File: src/rtl/dca_params.svh
// Purpose: Constants of the channel arbiter and flag block
// Assumes: Included by the package and the top module
// Notes: Offsets are byte addresses on the register bus
`ifndef DCA_PARAMS_SVH
`define DCA_PARAMS_SVH
// Bus address width and carrier channel id width
`define DCA_AW 12
`define DCA_CHW 4
// Flag register index, byte address is four times it
`define DCA_IDX_FLAGS 10'h04E
`define DCA_OFS_FLAGS {`DCA_IDX_FLAGS, 2'b00}
// Further registers
`define DCA_OFS_SEL 12'h100
`define DCA_OFS_CTRL 12'h104
`define DCA_OFS_IENCLR 12'h108
`define DCA_OFS_IENSET 12'h10C
`define DCA_OFS_PEND 12'h110
`define DCA_OFS_BUSY 12'h114
`define DCA_OFS_LVEX 12'h118
`define DCA_OFS_IRQST 12'h11C
`define DCA_OFS_IRQMSK 12'h120
`define DCA_OFS_ACTIVE 12'h124
// Control fields of the selected channel
`define DCA_CTL_EN 0
`define DCA_CTL_SUSPEND_FLAG 1
`define DCA_CTL_LVL 2
// Flag fields
`define DCA_FLG_TRANSFER_ERROR_FLAG 0
`define DCA_FLG_TRANSFER_COMPLETE_FLAG 1
`define DCA_FLG_SUSPEND_FLAG 2
// Reset values
`define DCA_RST_FLAGS 3'h0
`define DCA_RST_IEN 3'h0
`define DCA_RST_LVL 2'h0
// Bus answers
`define DCA_RESP_OK 2'h0
`define DCA_RESP_ERR 2'h2
`endif

File: src/rtl/dca_pkg.sv
// Purpose: Types of the channel arbiter and flag block
// Assumes: dca_params.svh on the include path
// Notes: Carriers for grant and burst completion
`include "dca_params.svh"
package dca_pkg;
   // What a channel does after its granted bursts
   typedef enum logic [1:0] {
      DCA_ACT_REQUEUE,
      DCA_ACT_WAIT,
      DCA_ACT_SUSPEND,
      DCA_ACT_DISABLE
   } dca_act_e;
   // Burst completion report from the transfer engine
   typedef struct packed {
      logic valid;
      logic [`DCA_CHW-1:0] ch;
      dca_act_e act;
   } dca_done_s;
   // Grant toward the transfer engine
   typedef struct packed {
      logic valid;
      logic [`DCA_CHW-1:0] ch;
   } dca_grant_s;
endpackage

File: src/rtl/dca_arbiter.sv
// Purpose: Channel arbiter, busy/pending tracking, channel flags
// Assumes: CH from 2 to 16, AXI4-Lite register access
// Notes: Registers use byte lane 0 only, except IRQST and IRQMSK, which take their data from the full word
`timescale 1ns/1ps
`default_nettype none
`include "dca_params.svh"

module dca_arbiter #(
   parameter int CH = 4,
   parameter int LV = 4
) (
   input wire logic aclk,
   input wire logic aresetn,
   input wire logic [`DCA_AW-1:0] awaddr,
   input wire logic awvalid,
   output logic awready,
   input wire logic [31:0] wdata,
   input wire logic [3:0] wstrb,
   input wire logic wvalid,
   output logic wready,
   output logic [1:0] bresp,
   output logic bvalid,
   input wire logic bready,
   input wire logic [`DCA_AW-1:0] araddr,
   input wire logic arvalid,
   output logic arready,
   output logic [31:0] rdata,
   output logic [1:0] rresp,
   output logic rvalid,
   input wire logic rready,
   input wire logic [CH-1:0] trig,
   input wire logic [CH-1:0] suspend_flag_ev,
   input wire logic [CH-1:0] bus_err,
   input wire logic [CH-1:0] inv_desc,
   input wire logic [CH-1:0] blk_done,
   input wire logic [CH-1:0] blk_int,
   input wire logic [CH-1:0] blk_suspend_flag,
   input wire dca_pkg::dca_done_s done,
   output dca_pkg::dca_grant_s grant,
   output logic [CH-1:0] chan_irq,
   output logic irq
);
   import dca_pkg::*;

   localparam int SW = $clog2(CH);

   // Write channel holding registers
   logic aw_full_reg;
   logic w_full_reg;
   logic [`DCA_AW-1:0] awaddr_reg;
   logic [31:0] wdata_reg;
   logic [3:0] wstrb_reg;
   logic awready_reg;
   logic wready_reg;
   logic bvalid_reg;
   logic [1:0] bresp_reg;
   // Read channel registers
   logic arready_reg;
   logic rvalid_reg;
   logic [31:0] rdata_reg;
   logic [1:0] rresp_reg;

   // Channel state, one bit or field per channel
   logic [CH-1:0] en_reg;
   logic [CH-1:0] suspend_flag_reg;
   logic [CH-1:0] pend_reg;
   logic [CH-1:0] busy_reg;
   logic [CH-1:0][1:0] lvl_reg;
   logic [CH-1:0][2:0] flag_reg;
   logic [CH-1:0][2:0] ien_reg;
   logic [CH-1:0] chirq_reg;
   // Global interrupt status and mask
   logic [CH-1:0] gst_reg;
   logic [CH-1:0] gmsk_reg;
   logic irq_reg;
   // Selector, arbiter and level state
   logic [SW-1:0] sel_reg;
   logic active_reg;
   logic [SW-1:0] act_ch_reg;
   logic [LV-1:0] lvex_reg;
   dca_grant_s grant_reg;

   // Handshakes
   wire aw_hs = awvalid & awready_reg;
   wire w_hs = wvalid & wready_reg;
   wire ar_hs = arvalid & arready_reg;

   // A write runs once address and data are both held
   wire wr_do = aw_full_reg & w_full_reg & ~bvalid_reg;
   wire wr_lane = wr_do & wstrb_reg[0];
   wire [7:0] wb = wdata_reg[7:0];

   // Write decode
   wire wa_sel = awaddr_reg == `DCA_OFS_SEL;
   wire wa_ctrl = awaddr_reg == `DCA_OFS_CTRL;
   wire wa_flags = awaddr_reg == `DCA_OFS_FLAGS;
   wire wa_iclr = awaddr_reg == `DCA_OFS_IENCLR;
   wire wa_iset = awaddr_reg == `DCA_OFS_IENSET;
   wire wa_gst = awaddr_reg == `DCA_OFS_IRQST;
   wire wa_gmsk = awaddr_reg == `DCA_OFS_IRQMSK;
   wire wa_ro = (awaddr_reg == `DCA_OFS_PEND) | (awaddr_reg == `DCA_OFS_BUSY) |
      (awaddr_reg == `DCA_OFS_LVEX) | (awaddr_reg == `DCA_OFS_ACTIVE);
   wire wa_hit = wa_sel | wa_ctrl | wa_flags | wa_iclr | wa_iset | wa_gst | wa_gmsk | wa_ro;

   // Write strobes
   wire wr_sel = wr_lane & wa_sel;
   wire wr_ctrl = wr_lane & wa_ctrl;
   wire wr_flags = wr_lane & wa_flags;
   wire wr_iclr = wr_lane & wa_iclr;
   wire wr_iset = wr_lane & wa_iset;
   wire wr_gst = wr_lane & wa_gst;
   wire wr_gmsk = wr_lane & wa_gmsk;

   // Read decode
   wire ra_sel = araddr == `DCA_OFS_SEL;
   wire ra_ctrl = araddr == `DCA_OFS_CTRL;
   wire ra_flags = araddr == `DCA_OFS_FLAGS;
   wire ra_ien = (araddr == `DCA_OFS_IENCLR) | (araddr == `DCA_OFS_IENSET);
   wire ra_pend = araddr == `DCA_OFS_PEND;
   wire ra_busy = araddr == `DCA_OFS_BUSY;
   wire ra_lvex = araddr == `DCA_OFS_LVEX;
   wire ra_gst = araddr == `DCA_OFS_IRQST;
   wire ra_gmsk = araddr == `DCA_OFS_IRQMSK;
   wire ra_act = araddr == `DCA_OFS_ACTIVE;
   wire ra_hit = ra_sel | ra_ctrl | ra_flags | ra_ien | ra_pend | ra_busy | ra_lvex |
      ra_gst | ra_gmsk | ra_act;

   // Selected channel views
   wire [3:0] sel_ctrl = {lvl_reg[sel_reg], suspend_flag_reg[sel_reg], en_reg[sel_reg]};
   wire [31:0] zpad = 32'h0;

   // Read data mux
   wire [31:0] rd_mux =
      ra_sel ? {zpad[31:SW], sel_reg} :
      ra_ctrl ? {28'h0, sel_ctrl} :
      ra_flags ? {29'h0, flag_reg[sel_reg]} :
      ra_ien ? {29'h0, ien_reg[sel_reg]} :
      ra_pend ? {zpad[31:CH], pend_reg} :
      ra_busy ? {zpad[31:CH], busy_reg} :
      ra_lvex ? {zpad[31:LV], lvex_reg} :
      ra_gst ? {zpad[31:CH], gst_reg} :
      ra_gmsk ? {zpad[31:CH], gmsk_reg} :
      ra_act ? {zpad[31:SW+1], active_reg, act_ch_reg} : 32'h0;

   // Queue membership and arbitration
   wire [CH-1:0] queued = pend_reg & en_reg & ~suspend_flag_reg;
   logic pick_ok;
   logic [SW-1:0] pick;
   logic [1:0] pick_lvl;

   // Highest level wins, lowest index among equals
   always_comb begin
      pick_ok = 1'b0;
      pick = '0;
      pick_lvl = 2'h0;
      for (int i = CH - 1; i >= 0; i--) begin
         if (queued[i] && (!pick_ok || lvl_reg[i] >= pick_lvl)) begin
            pick_ok = 1'b1;
            pick = SW'(i);
            pick_lvl = lvl_reg[i];
         end
      end
   end

   // Grant only while no channel is active
   wire grant_fire = pick_ok & ~active_reg;
   // Completion of the active channel's bursts
   wire done_act = done.valid & active_reg & (done.ch == `DCA_CHW'(act_ch_reg));

   // Level executing view
   logic [LV-1:0] lvex_next;
   always_comb begin
      lvex_next = '0;
      for (int i = 0; i < CH; i++) begin
         if (pend_reg[i] | busy_reg[i]) begin
            lvex_next[lvl_reg[i]] = 1'b1;
         end
      end
   end

   // Per-channel logic
   genvar g;
   generate
      for (g = 0; g < CH; g++) begin : g_ch
         // This channel selected by the selector
         wire me = sel_reg == SW'(g);
         wire grant_me = grant_fire & (pick == SW'(g));
         wire done_me = done_act & (act_ch_reg == SW'(g));
         wire d_wait = done_me & (done.act == DCA_ACT_WAIT);
         wire d_suspend_flag = done_me & (done.act == DCA_ACT_SUSPEND);
         wire d_dis = done_me & (done.act == DCA_ACT_DISABLE);
         wire d_req = done_me & (done.act == DCA_ACT_REQUEUE);
         wire wctl = wr_ctrl & me;
         // Software suspend command: writing one while not suspended
         wire sw_suspend_flag = wctl & wb[`DCA_CTL_SUSPEND_FLAG] & ~suspend_flag_reg[g];
         // Suspend causes
         wire suspend_flag_set = sw_suspend_flag | suspend_flag_ev[g] | inv_desc[g] | d_suspend_flag |
            (blk_done[g] & blk_suspend_flag[g]);
         // Enable: software write, or disable at burst end
         wire en_next = wctl ? wb[`DCA_CTL_EN] : (d_dis ? 1'b0 : en_reg[g]);
         wire suspend_flag_next = suspend_flag_set | (suspend_flag_reg[g] & ~(wctl & ~wb[`DCA_CTL_SUSPEND_FLAG]));
         // Request into the queue
         wire req = trig[g] & en_reg[g] & ~suspend_flag_reg[g];
         wire pend_next = en_next & (req | d_req | (pend_reg[g] & ~grant_me));
         wire busy_next = en_next & (grant_me | (busy_reg[g] & ~(d_wait | d_suspend_flag)));
         // Flag events and software clears
         wire [2:0] fset = {suspend_flag_set, blk_done[g] & blk_int[g], bus_err[g] | inv_desc[g]};
         wire [2:0] fclr = (wr_flags & me) ? wb[2:0] : 3'h0;
         wire [2:0] flag_next = fset | (flag_reg[g] & ~fclr);
         wire [2:0] iset = (wr_iset & me) ? wb[2:0] : 3'h0;
         wire [2:0] iclr = (wr_iclr & me) ? wb[2:0] : 3'h0;
         wire [2:0] ien_next = iset | (ien_reg[g] & ~iclr);

         // Channel registers
         always_ff @(posedge aclk) begin
            if (!aresetn) begin
               en_reg[g] <= 1'b0;
               suspend_flag_reg[g] <= 1'b0;
               pend_reg[g] <= 1'b0;
               busy_reg[g] <= 1'b0;
               lvl_reg[g] <= `DCA_RST_LVL;
               flag_reg[g] <= `DCA_RST_FLAGS;
               ien_reg[g] <= `DCA_RST_IEN;
               chirq_reg[g] <= 1'b0;
            end else begin
               en_reg[g] <= en_next;
               suspend_flag_reg[g] <= suspend_flag_next;
               pend_reg[g] <= pend_next;
               busy_reg[g] <= busy_next;
               lvl_reg[g] <= wctl ? wb[`DCA_CTL_LVL+:2] : lvl_reg[g];
               flag_reg[g] <= flag_next;
               ien_reg[g] <= ien_next;
               chirq_reg[g] <= |(flag_next & ien_next);
            end
         end
      end
   endgenerate

   // Global status: channel requests set, write one clears
   // Full data word, so channels above eight stay reachable
   wire [CH-1:0] gclr = wr_gst ? wdata_reg[CH-1:0] : '0;
   wire [CH-1:0] gst_next = chirq_reg | (gst_reg & ~gclr);
   wire [CH-1:0] gmsk_next = wr_gmsk ? wdata_reg[CH-1:0] : gmsk_reg;

   // Arbiter, selector and interrupt registers
   always_ff @(posedge aclk) begin
      if (!aresetn) begin
         sel_reg <= '0;
         active_reg <= 1'b0;
         act_ch_reg <= '0;
         lvex_reg <= '0;
         gst_reg <= '0;
         gmsk_reg <= '0;
         irq_reg <= 1'b0;
         grant_reg <= '0;
      end else begin
         sel_reg <= wr_sel ? wb[SW-1:0] : sel_reg;
         // Active channel held until its completion report
         if (grant_fire) begin
            active_reg <= 1'b1;
            act_ch_reg <= pick;
         end else if (done_act) begin
            active_reg <= 1'b0;
         end
         grant_reg.valid <= grant_fire | (active_reg & ~done_act);
         grant_reg.ch <= grant_fire ? `DCA_CHW'(pick) : grant_reg.ch;
         lvex_reg <= lvex_next;
         gst_reg <= gst_next;
         gmsk_reg <= gmsk_next;
         irq_reg <= |(gst_next & gmsk_next);
      end
   end

   // Write address and data capture, taken in either order
   always_ff @(posedge aclk) begin
      if (!aresetn) begin
         aw_full_reg <= 1'b0;
         w_full_reg <= 1'b0;
         awaddr_reg <= '0;
         wdata_reg <= 32'h0;
         wstrb_reg <= 4'h0;
         awready_reg <= 1'b0;
         wready_reg <= 1'b0;
      end else begin
         aw_full_reg <= wr_do ? 1'b0 : (aw_full_reg | aw_hs);
         w_full_reg <= wr_do ? 1'b0 : (w_full_reg | w_hs);
         awaddr_reg <= aw_hs ? awaddr : awaddr_reg;
         wdata_reg <= w_hs ? wdata : wdata_reg;
         wstrb_reg <= w_hs ? wstrb : wstrb_reg;
         awready_reg <= ~(aw_hs | (aw_full_reg & ~wr_do));
         wready_reg <= ~(w_hs | (w_full_reg & ~wr_do));
      end
   end

   // Write response after both halves are taken
   always_ff @(posedge aclk) begin
      if (!aresetn) begin
         bvalid_reg <= 1'b0;
         bresp_reg <= `DCA_RESP_OK;
      end else if (wr_do) begin
         bvalid_reg <= 1'b1;
         bresp_reg <= wa_hit ? `DCA_RESP_OK : `DCA_RESP_ERR;
      end else if (bready) begin
         bvalid_reg <= 1'b0;
      end
   end

   // Read answer one cycle after the address is taken
   always_ff @(posedge aclk) begin
      if (!aresetn) begin
         arready_reg <= 1'b0;
         rvalid_reg <= 1'b0;
         rdata_reg <= 32'h0;
         rresp_reg <= `DCA_RESP_OK;
      end else begin
         arready_reg <= ~(ar_hs | (rvalid_reg & ~rready));
         if (ar_hs) begin
            rvalid_reg <= 1'b1;
            rdata_reg <= rd_mux;
            rresp_reg <= ra_hit ? `DCA_RESP_OK : `DCA_RESP_ERR;
         end else if (rready) begin
            rvalid_reg <= 1'b0;
         end
      end
   end

   // Outputs straight from flops
   assign awready = awready_reg;
   assign wready = wready_reg;
   assign bvalid = bvalid_reg;
   assign bresp = bresp_reg;
   assign arready = arready_reg;
   assign rvalid = rvalid_reg;
   assign rdata = rdata_reg;
   assign rresp = rresp_reg;
   assign grant = grant_reg;
   assign chan_irq = chirq_reg;
   assign irq = irq_reg;

endmodule // dca_arbiter
`default_nettype wire

File: config.mk
export PLATFORM = sky130hd
export DESIGN_NAME = dca_arbiter
export DESIGN_NICKNAME = d
export VERILOG_FILES = /design/src/rtl/dca_pkg.sv /design/src/rtl/dca_arbiter.sv
export VERILOG_INCLUDE_DIRS = /design/src /design/src/rtl
export SDC_FILE = /design/constraint.sdc
export NUM_CORES = 1
export LEC_CHECK = 0
export BUFFER_PORTS_ARGS = -buffer_cell sky130_fd_sc_hd__buf_2
export CAP_MARGIN = 10
export CORE_ASPECT_RATIO = 0.75
export CORE_UTILIZATION = 57
export CTS_CLUSTER_DIAMETER = 40
export DETAILED_ROUTE_END_ITERATION = 16
export PLACE_DENSITY = 0.95
export SETUP_SLACK_MARGIN = 0.4
export SYNTH_ARGS = -nofsm -noshare
export SYNTH_HDL_FRONTEND = slang
export SYNTH_SLANG_ARGS = --single-unit
File: constraint.sdc
create_clock -name aclk -period 7.7 [get_ports aclk]
set_input_delay 0.77 -clock aclk [delete_from_list [all_inputs] [get_ports aclk]]
set_output_delay 0.77 -clock aclk [all_outputs]
set_load 0.1 [all_outputs]
==> results of run 1 <==
## per-stage QoR
stage / std cells / total power [mW] / hold slack, ns
final: 871 / 1.16 / 0.468
after global routing: 871 / 1.20 / 0.490
after CTS: 871 / 1.16 / 0.470
after detailed placement: 855 / 0.734 / 0.461
after global placement: 855 / 0.730 / 0.442
after floorplan: 703 / 0.709 / 0.432
## cell usage after synthesis (3+ instances only)
library cell,count
a221oi_1,3
and3_1,7
a21oi_1,60
ha_1,6
a41oi_1,3
mux2_2,5
dfxtp_1,101
mux4_2,10
o31ai_1,4
nand2b_1,12
nand4_1,5
buf_1,3
a211oi_1,7
a2111oi_0,4
and2_0,3
inv_1,18
o21a_1,7
nor3_1,12
a21o_1,5
and2_1,10
o22ai_1,4
o211ai_1,6
nand3b_1,7
nor2_1,72
mux2i_1,26
clkbuf_1,29
nand4b_1,4
buf_4,33
a31oi_1,16
nor2b_1,8
o21ai_1,4
or3_1,6
o21ai_0,29
nand2_1,67
nor4_1,4
nand3_1,28
## placed cells by master (no fill, tap or decap), types with 4 or more instances in the layout
| cell | Yosys | final |
|---|---|---|
| nor2b_1 | 8 | 8 |
| nand2b_1 | 12 | 12 |
| and2_1 | 10 | 10 |
| o211ai_1 | 6 | 6 |
| nand4b_1 | 4 | 4 |
| o21a_1 | 7 | 7 |
| ha_1 | 6 | 6 |
| a21oi_1 | 60 | 60 |
| conb_1 | 1 | 32 |
| nand4_1 | 5 | 5 |
| inv_1 | 18 | 18 |
| and3_1 | 7 | 7 |
| dfxtp_1 | 101 | 101 |
| mux2i_1 | 26 | 26 |
| o21ai_0 | 29 | 29 |
| o31ai_1 | 4 | 4 |
| nor3_1 | 12 | 12 |
| mux2_2 | 5 | 5 |
| clkbuf_16 | 0 | 9 |
| nand3b_1 | 7 | 7 |
| o22ai_1 | 4 | 4 |
| a21o_1 | 5 | 5 |
| nor2_1 | 72 | 72 |
| o21ai_1 | 4 | 4 |
| a31oi_1 | 16 | 16 |
| nand3_1 | 28 | 28 |
| or3_1 | 6 | 6 |
| a2111oi_0 | 4 | 4 |
| nor4_1 | 4 | 4 |
| mux4_2 | 10 | 10 |
| buf_2 | 1 | 89 |
| a211oi_1 | 7 | 7 |
| nand2_1 | 67 | 67 |
## area by class of cell
cell class,count,area [µm²]
Sequential cell,101,2020
Clock buffer,10,239
Multi-Input combinational cell,516,3210
Inverter,19,71.3
Clock inverter,6,45.0
Tap cell,128,160
Fill cell,756,3060
Timing Repair Buffer,91,460
## report_power, final
part | switching [mW] | total [mW] | internal [mW]
logic | 0.137 | 0.173 | 0.0359
registers | 0.0167 | 0.553 | 0.536
clock network | 0.207 | 0.437 | 0.230
total | 0.360 | 1.16 | 0.802
## kinds of logic (layout without fill, tap and decap cells)
| logic type | count (synthesis) | count (layout) | share of synthesized area |
|---|---|---|---|
| AND/OR/NAND/NOR | 266 | 266 | 0.251 |
| AO/OA/AOI/OAI | 169 | 169 | 0.190 |
| flip-flops | 101 | 101 | 0.363 |
| buffers and inverters | 86 | 126 | 0.0817 |
| multiplexers | 41 | 41 | 0.0972 |
| adder cells (fa/ha/maj) | 6 | 6 | 0.0135 |
| XOR/XNOR | 2 | 2 | 0.00314 |
| other | 1 | 32 | 0.000673 |
## worst min-delay path by stage
stage                        start        endpoint  slack (ns)  depth (start not counted)
finish              awaddr_reg[10]  awaddr_reg[10]        0.47                          2
global placement     awaddr_reg[8]   awaddr_reg[8]        0.44                          2
global route          wstrb_reg[0]    wstrb_reg[0]        0.49                          2
floorplan            awaddr_reg[8]   awaddr_reg[8]        0.43                          2
detailed placement  awaddr_reg[11]  awaddr_reg[11]        0.46                          2
CTS                 awaddr_reg[11]  awaddr_reg[11]        0.47                          2
## layer usage
metal,vias up,share of wire,GRT usage
met1,2508,0.39,0.402
met2,357,0.47,0.525
met3,63,0.10,0.0886
met4,0,0.035,0.147
li1,2504,-,-
met5,-,0,0
## critical path: stages (launching register included)
cell and delay [ns]:
dfxtp_1 0.43, inv_1 0.08, and3_1 0.18, and2_1 0.18, ha_1 0.26, nand2b_1 0.09
a21oi_1 0.09, a21oi_1 0.24, mux2_2 0.38, ha_1 0.27, nand2b_1 0.14, a21oi_1 0.23
a21oi_1 0.15, nor2_1 0.11, a21oi_1 0.05, ha_1 0.26, nand2b_1 0.14, a21oi_1 0.27
a21oi_1 0.16, a21oi_1 0.37, o21ai_0 0.16, a21oi_1 0.18
==> flow_summary.yaml, run 1 <==
floorplanning:
  rows: 30
  die_area_um2: 10200
  io_pins: 153
  core_region_area_um2: 9270
  start_util: 0.601
  die_w_um: 116
  die_h_um: 87.6
worst_setup_path:
  cp-endpoint: "pend_reg[0]"
  ff2ff_path_depth: 21
  worstPathMaxFanout: 5
  crit_start: "suspend_flag_reg[3]"
  regToRegEndpoint: "pend_reg[0]"
  rr_startpoint: "suspend_flag_reg[3]"
  required_ns: 7.98
  arrival_ns: 4.76
  startpoint_type: "register"
  rrSetupSlack_ns: 3.22
  crit_type: "reg -> reg"
  endpoint_kind: "register"
clock_tree:
  cts_setup_buffers: 0
  clockBufferDepth: 2
  cts-root-buf: "clkbuf_16"
  cts-resized-gates: 0
  cts_max_level: 3
  cts_hold_repair.buffers: 0
  cts_tree: "yes"
  path_clk_slew_ns: 0.07
  cts_made_buffers: 9
  clk_latency_ns: 0.35
  clock_sinks: 101
global_routing:
  grt_pass1_vias: 5078
  track_usage: 0.323
  grt_start_max_net_pins: 65
  antenna_found_initial: 0
  grt_pass1_wl_um: 24900
  overflow: 0
sta:
  fin_skew_ns: 0.00846
  rsz0062_at_grt: "false"
  setup_violations: 0
  finalWorstSetupSlack_ns: 3.22
  finalSetupTns_ns: 0
  slew_headroom: 0.206
  fin_crit_ns: 4.48
  slew_violations: 0
  hold_violations: 0
  period_share: 0.582
  worstMarginPinSlew_ns: 1.19
  timing.fmax_mhz: 223
routing:
  via_per_inst: 6.24
  dr.first_iter.drc_count: 717
  dr.pass1.iters: 5
  routed-via-count: 5432
  wl_per_cell_um: 18.1
  drc: 0
  drt-total-wl_um: 15700
  ant_nets: 0
synthesis:
  ys_seq_area_frac: 0.363
  synth_cell_types: 70
  synth_top_area_frac: 0.363
  yosys_warnings: 0
  synth_area_leaders: "dfxtp_1 36%, a21oi_1 5.4%, nor2_1 4.9%"
  syn_area_um2: 5570
  synthArstFlopShare: 0
  synth_flop_cell: "dfxtp_1"
  synth_edf_count: 0
  synth_seq_cells: 101
  synth_cells: 672
  yosys.area.top_type: "dfxtp_1"
  syn_area_per_cell_um2: 8.29
power_and_ir_drop:
  ir_drop_uv: 143
  powerDensity_nw_per_um2: 187
  power.leakage_nw: 2.52
finish:
  postLayoutCoreUtil: 0.670
  antennaDiodeCount: 0
  stdcell_area_um2: 6210
  synthToLayoutAreaGrowth_pct: 11.4
  nNetsFinal: 846
  drive_gt1_frac: 0.182
job:
  maxCapViolations: 0
placement:
  port_buffers: 89
  gp_congestion: 0.997
  place_hpwl_um: 11300
  dp_slack_ns: 3.36
  postPlaceCellArea_um2: 5920
run_status:
  status: "finished, final reports clean"
min_path:
  hold_class: "reg -> reg"
No activity file was read; power rests on OpenSTA's default activity.
==> run 2, diff against run 1 <==
--- a/config.mk
+++ b/config.mk
@@ -6,13 +6,14 @@
 export SDC_FILE = /design/constraint.sdc
 export NUM_CORES = 1
 export LEC_CHECK = 0
+export ABC_AREA = 1
 export BUFFER_PORTS_ARGS = -buffer_cell sky130_fd_sc_hd__buf_2
 export CAP_MARGIN = 10
 export CORE_ASPECT_RATIO = 0.75
-export CORE_UTILIZATION = 57
+export CORE_UTILIZATION = 48
 export CTS_CLUSTER_DIAMETER = 40
 export DETAILED_ROUTE_END_ITERATION = 16
-export PLACE_DENSITY = 0.95
+export PLACE_DENSITY = 0.88
 export SETUP_SLACK_MARGIN = 0.4
 export SYNTH_ARGS = -nofsm -noshare
 export SYNTH_HDL_FRONTEND = slang
==> constraint.sdc (replaced) <==
create_clock -name aclk -period 3.8 [get_ports aclk]
set_input_delay 0.38 -clock aclk [delete_from_list [all_inputs] [get_ports aclk]]
set_output_delay 0.38 -clock aclk [all_outputs]
set_load 0.1 [all_outputs]
==> run 2 against run 1 <==
Maximum frequency is 25% higher. Largest power group unchanged. First-iteration DRC count is 2.0% lower. Clock-buffer cell count is 1 lower. Sequential share of layout area is 3.0 points lower. Critical path depth is 3 higher. Critical endpoint is now pend_reg[3]. Final cell count is 30% higher. Worst hold slack worse by 0.21 ns. Synthesized area is 2.6% higher. Worst setup slack worse by 3.0 ns. Non-clock buffer count is 22 higher. Sequential cell count stayed put. Register-to-register slack worse by 3.0 ns. Largest cell class unchanged.
==> flow_summary.yaml, run 2 <==
floorplanning:
  core_region_area_um2: 11600
  die_h_um: 96.5
  io_pins: 153
  rows: 34
  start_util: 0.492
  die_area_um2: 12400
  die_w_um: 128
sta:
  hold_ws_ns: 0.261
  timing.fmax_mhz: 278
  fin_skew_ns: 0.0151
  fin_crit_ns: 3.60
  hold_violations: 0
  period_share: 0.947
  worstMarginPinSlew_ns: 0.719
  slew_headroom: 0.521
  finalSetupTns_ns: 0
  setup_violations: 0
  rsz0062_at_grt: "true"
  slew_violations: 0
synthesis:
  synth_common_cells: "150 x nand2_1, 115 x inv_1, 107 x nor2_1"
  synth_edf_count: 0
  ys_seq_area_frac: 0.354
  yosys.area.top_type: "dfxtp_1"
  synthAdderAreaFrac: 0.0131
  synthArstFlopShare: 0
  synth_cells: 854
  synth_compound_area_frac: 0.202
  yosys_warnings: 0
  synth_most_common_cell: "nand2_1"
  synth_seq_cells: 101
  synth-simple-area-share: 0.291
  synth_top_family_by_area: "simple AND/OR/NAND/NOR gates"
  synth_area_leaders: "dfxtp_1 35%, nand2_1 9.8%, inv_1 7.6%"
  synth_top_area_frac: 0.354
  synthXorXnorAreaFrac: 0.00306
  synth_mux_area_frac: 0
  synth_flop_cell: "dfxtp_1"
  syn_area_um2: 5720
  synth_cell_types: 48
  syn_area_per_cell_um2: 6.69
power_and_ir_drop:
  ir_drop_uv: 266
  power.leakage_nw: 3.05
  powerDensity_nw_per_um2: 365
routing:
  wl_per_cell_um: 15.1
  dr.first_iter.drc_count: 703
  drt-total-wl_um: 17000
  drc: 0
  dr.pass1.iters: 6
  ant_nets: 0
  routed-via-count: 6211
  via_per_inst: 5.51
run_status:
  status: "finished, final reports clean"
worst_setup_path:
  arrival_ns: 3.85
  slowest_stage: "dfxtp_2"
  worst-path-buf-inv: 8
  crit_top_cell: "buf_4"
  critPathMaxStageDelay_ns: 0.39
  cp_top_family: "compound AO/OA/AOI/OAI gates"
  worstPathMaxFanout: 5
  endpoint_kind: "register"
  crit_type: "reg -> reg"
  startpoint_type: "register"
  required_ns: 4.05
  path_cells: "nand3_4, inv_2, nand2_2, ha_4, o21ai_2, a21o_1, nand3_2, o21ai_2, buf_4, buf_4, buf_4, buf_4, buf_6, buf_6, a21oi_2, ha_1, a21boi_2, o31ai_2, buf_4, nand2_4, nor2_4, nand2_2, a21oi_2, nor2_1"
clock_tree:
  clockBufferDepth: 2
  clock_sinks: 101
  cts_hold_repair.buffers: 0
  cts_tree: "yes"
  cts_made_buffers: 9
  path_clk_slew_ns: 0.09
  clk_latency_ns: 0.36
  cts_max_level: 3
  cts-root-buf: "clkbuf_16"
finish:
  final-seq-area_um2: 2030
  stdcell_area_um2: 6850
  multi_input_area_um2: 3180
  synthToLayoutAreaGrowth_pct: 19.9
  final_cell_mix: "143 x nand2_1, 110 x inv_1, 103 x nor2_1"
  filler_cell_count: 1080
  final_common_cell: "nand2_1"
  drive_gt1_frac: 0.211
  nNetsFinal: 1069
  antennaDiodeCount: 0
min_path:
  hold_class: "in -> reg"
placement:
  gp_congestion: 0.989
  place_hpwl_um: 12100
  port_buffers: 89
  postPlaceCellArea_um2: 6210
job:
  maxCapViolations: 0
global_routing:
  grt_start_max_net_pins: 51
  track_usage: 0.274
  antenna_found_initial: 0
  grt_pass1_wl_um: 26300
  overflow: 0
  grt_pass1_vias: 5400
[run 2: layout make-up]
class,count,area share
clock buffers,9,0.0329
clock inverters,7,0.0144
inverters,127,0.0701
multi-input cells,609,0.464
flip-flops and latches,101,0.296
well taps,162,0.0296
repair buffers,113,0.0929
[run 2: power by group]
part           internal (mW)  switching (mW)  leakage [nW]  total, mW
registers               1.09          0.0298         0.825       1.12
clock network          0.488           0.506         0.157      0.994
logic                 0.0756           0.313          2.06      0.389
[run 2: timing repair]
action | 4_1_cts | 5_1_grt
setup endpoints to repair | 10 | 10
buffers inserted | 15 | 5
pin swaps | 16 | 19
cloned | 0 | 0
resized for setup | 25 | 27
hold endpoints to repair | 0 | 0
[run 2: final timing paths]
| path | from | to | slack [ns] | cells after the start |
|---|---|---|---|---|
| setup reg to reg | pend_reg[3] | pend_reg[3] | 0.20 | 24 |
| hold / removal | awaddr[0] | awaddr_reg[0] | 0.26 | 3 |
| setup / recovery | pend_reg[3] | pend_reg[3] | 0.20 | 24 |
| hold reg to reg | rdata[3] | rdata[3] | 0.46 | 2 |
[run 2: tightest hold or removal path, delay by kind of cell]
kind | cells | cell delay, ns
buffers and inverters | 1 | 0.07
AND/OR/NAND/NOR | 1 | 0.07
AO/OA/AOI/OAI | 1 | 0.07
[run 2: cell families (layout without fill, tap and decap cells)]
group | Yosys count | in the layout
adder cells (fa/ha/maj) | 6 | 6
buffers and inverters | 175 | 256
flip-flops | 101 | 101
AND/OR/NAND/NOR | 368 | 368
XOR/XNOR | 2 | 2
other | 1 | 32
AO/OA/AOI/OAI | 201 | 201
[run 2: routing by layer]
layer,routed length (µm),vias up,GRT usage,share of wire
li1,-,2971,-,-
met3,2040,43,0.0529,0.12
met1,7170,2785,0.371,0.42
met5,0,-,0,0
met2,7420,412,0.443,0.44
met4,382,0,0.0843,0.022
[run 2: through the flow]
step | util | power (mW) | cells | setup WS (ns)
floorplan | - | 1.47 | 885 | 0.447
global placement | 0.535 | 1.52 | 1092 | 0.169
detailed placement | 0.535 | 1.53 | 1092 | 0.0277
CTS | 0.578 | 2.50 | 1123 | 0.275
global route | 0.590 | 2.57 | 1128 | 0.0408
finish | 0.590 | 2.50 | 1128 | 0.201
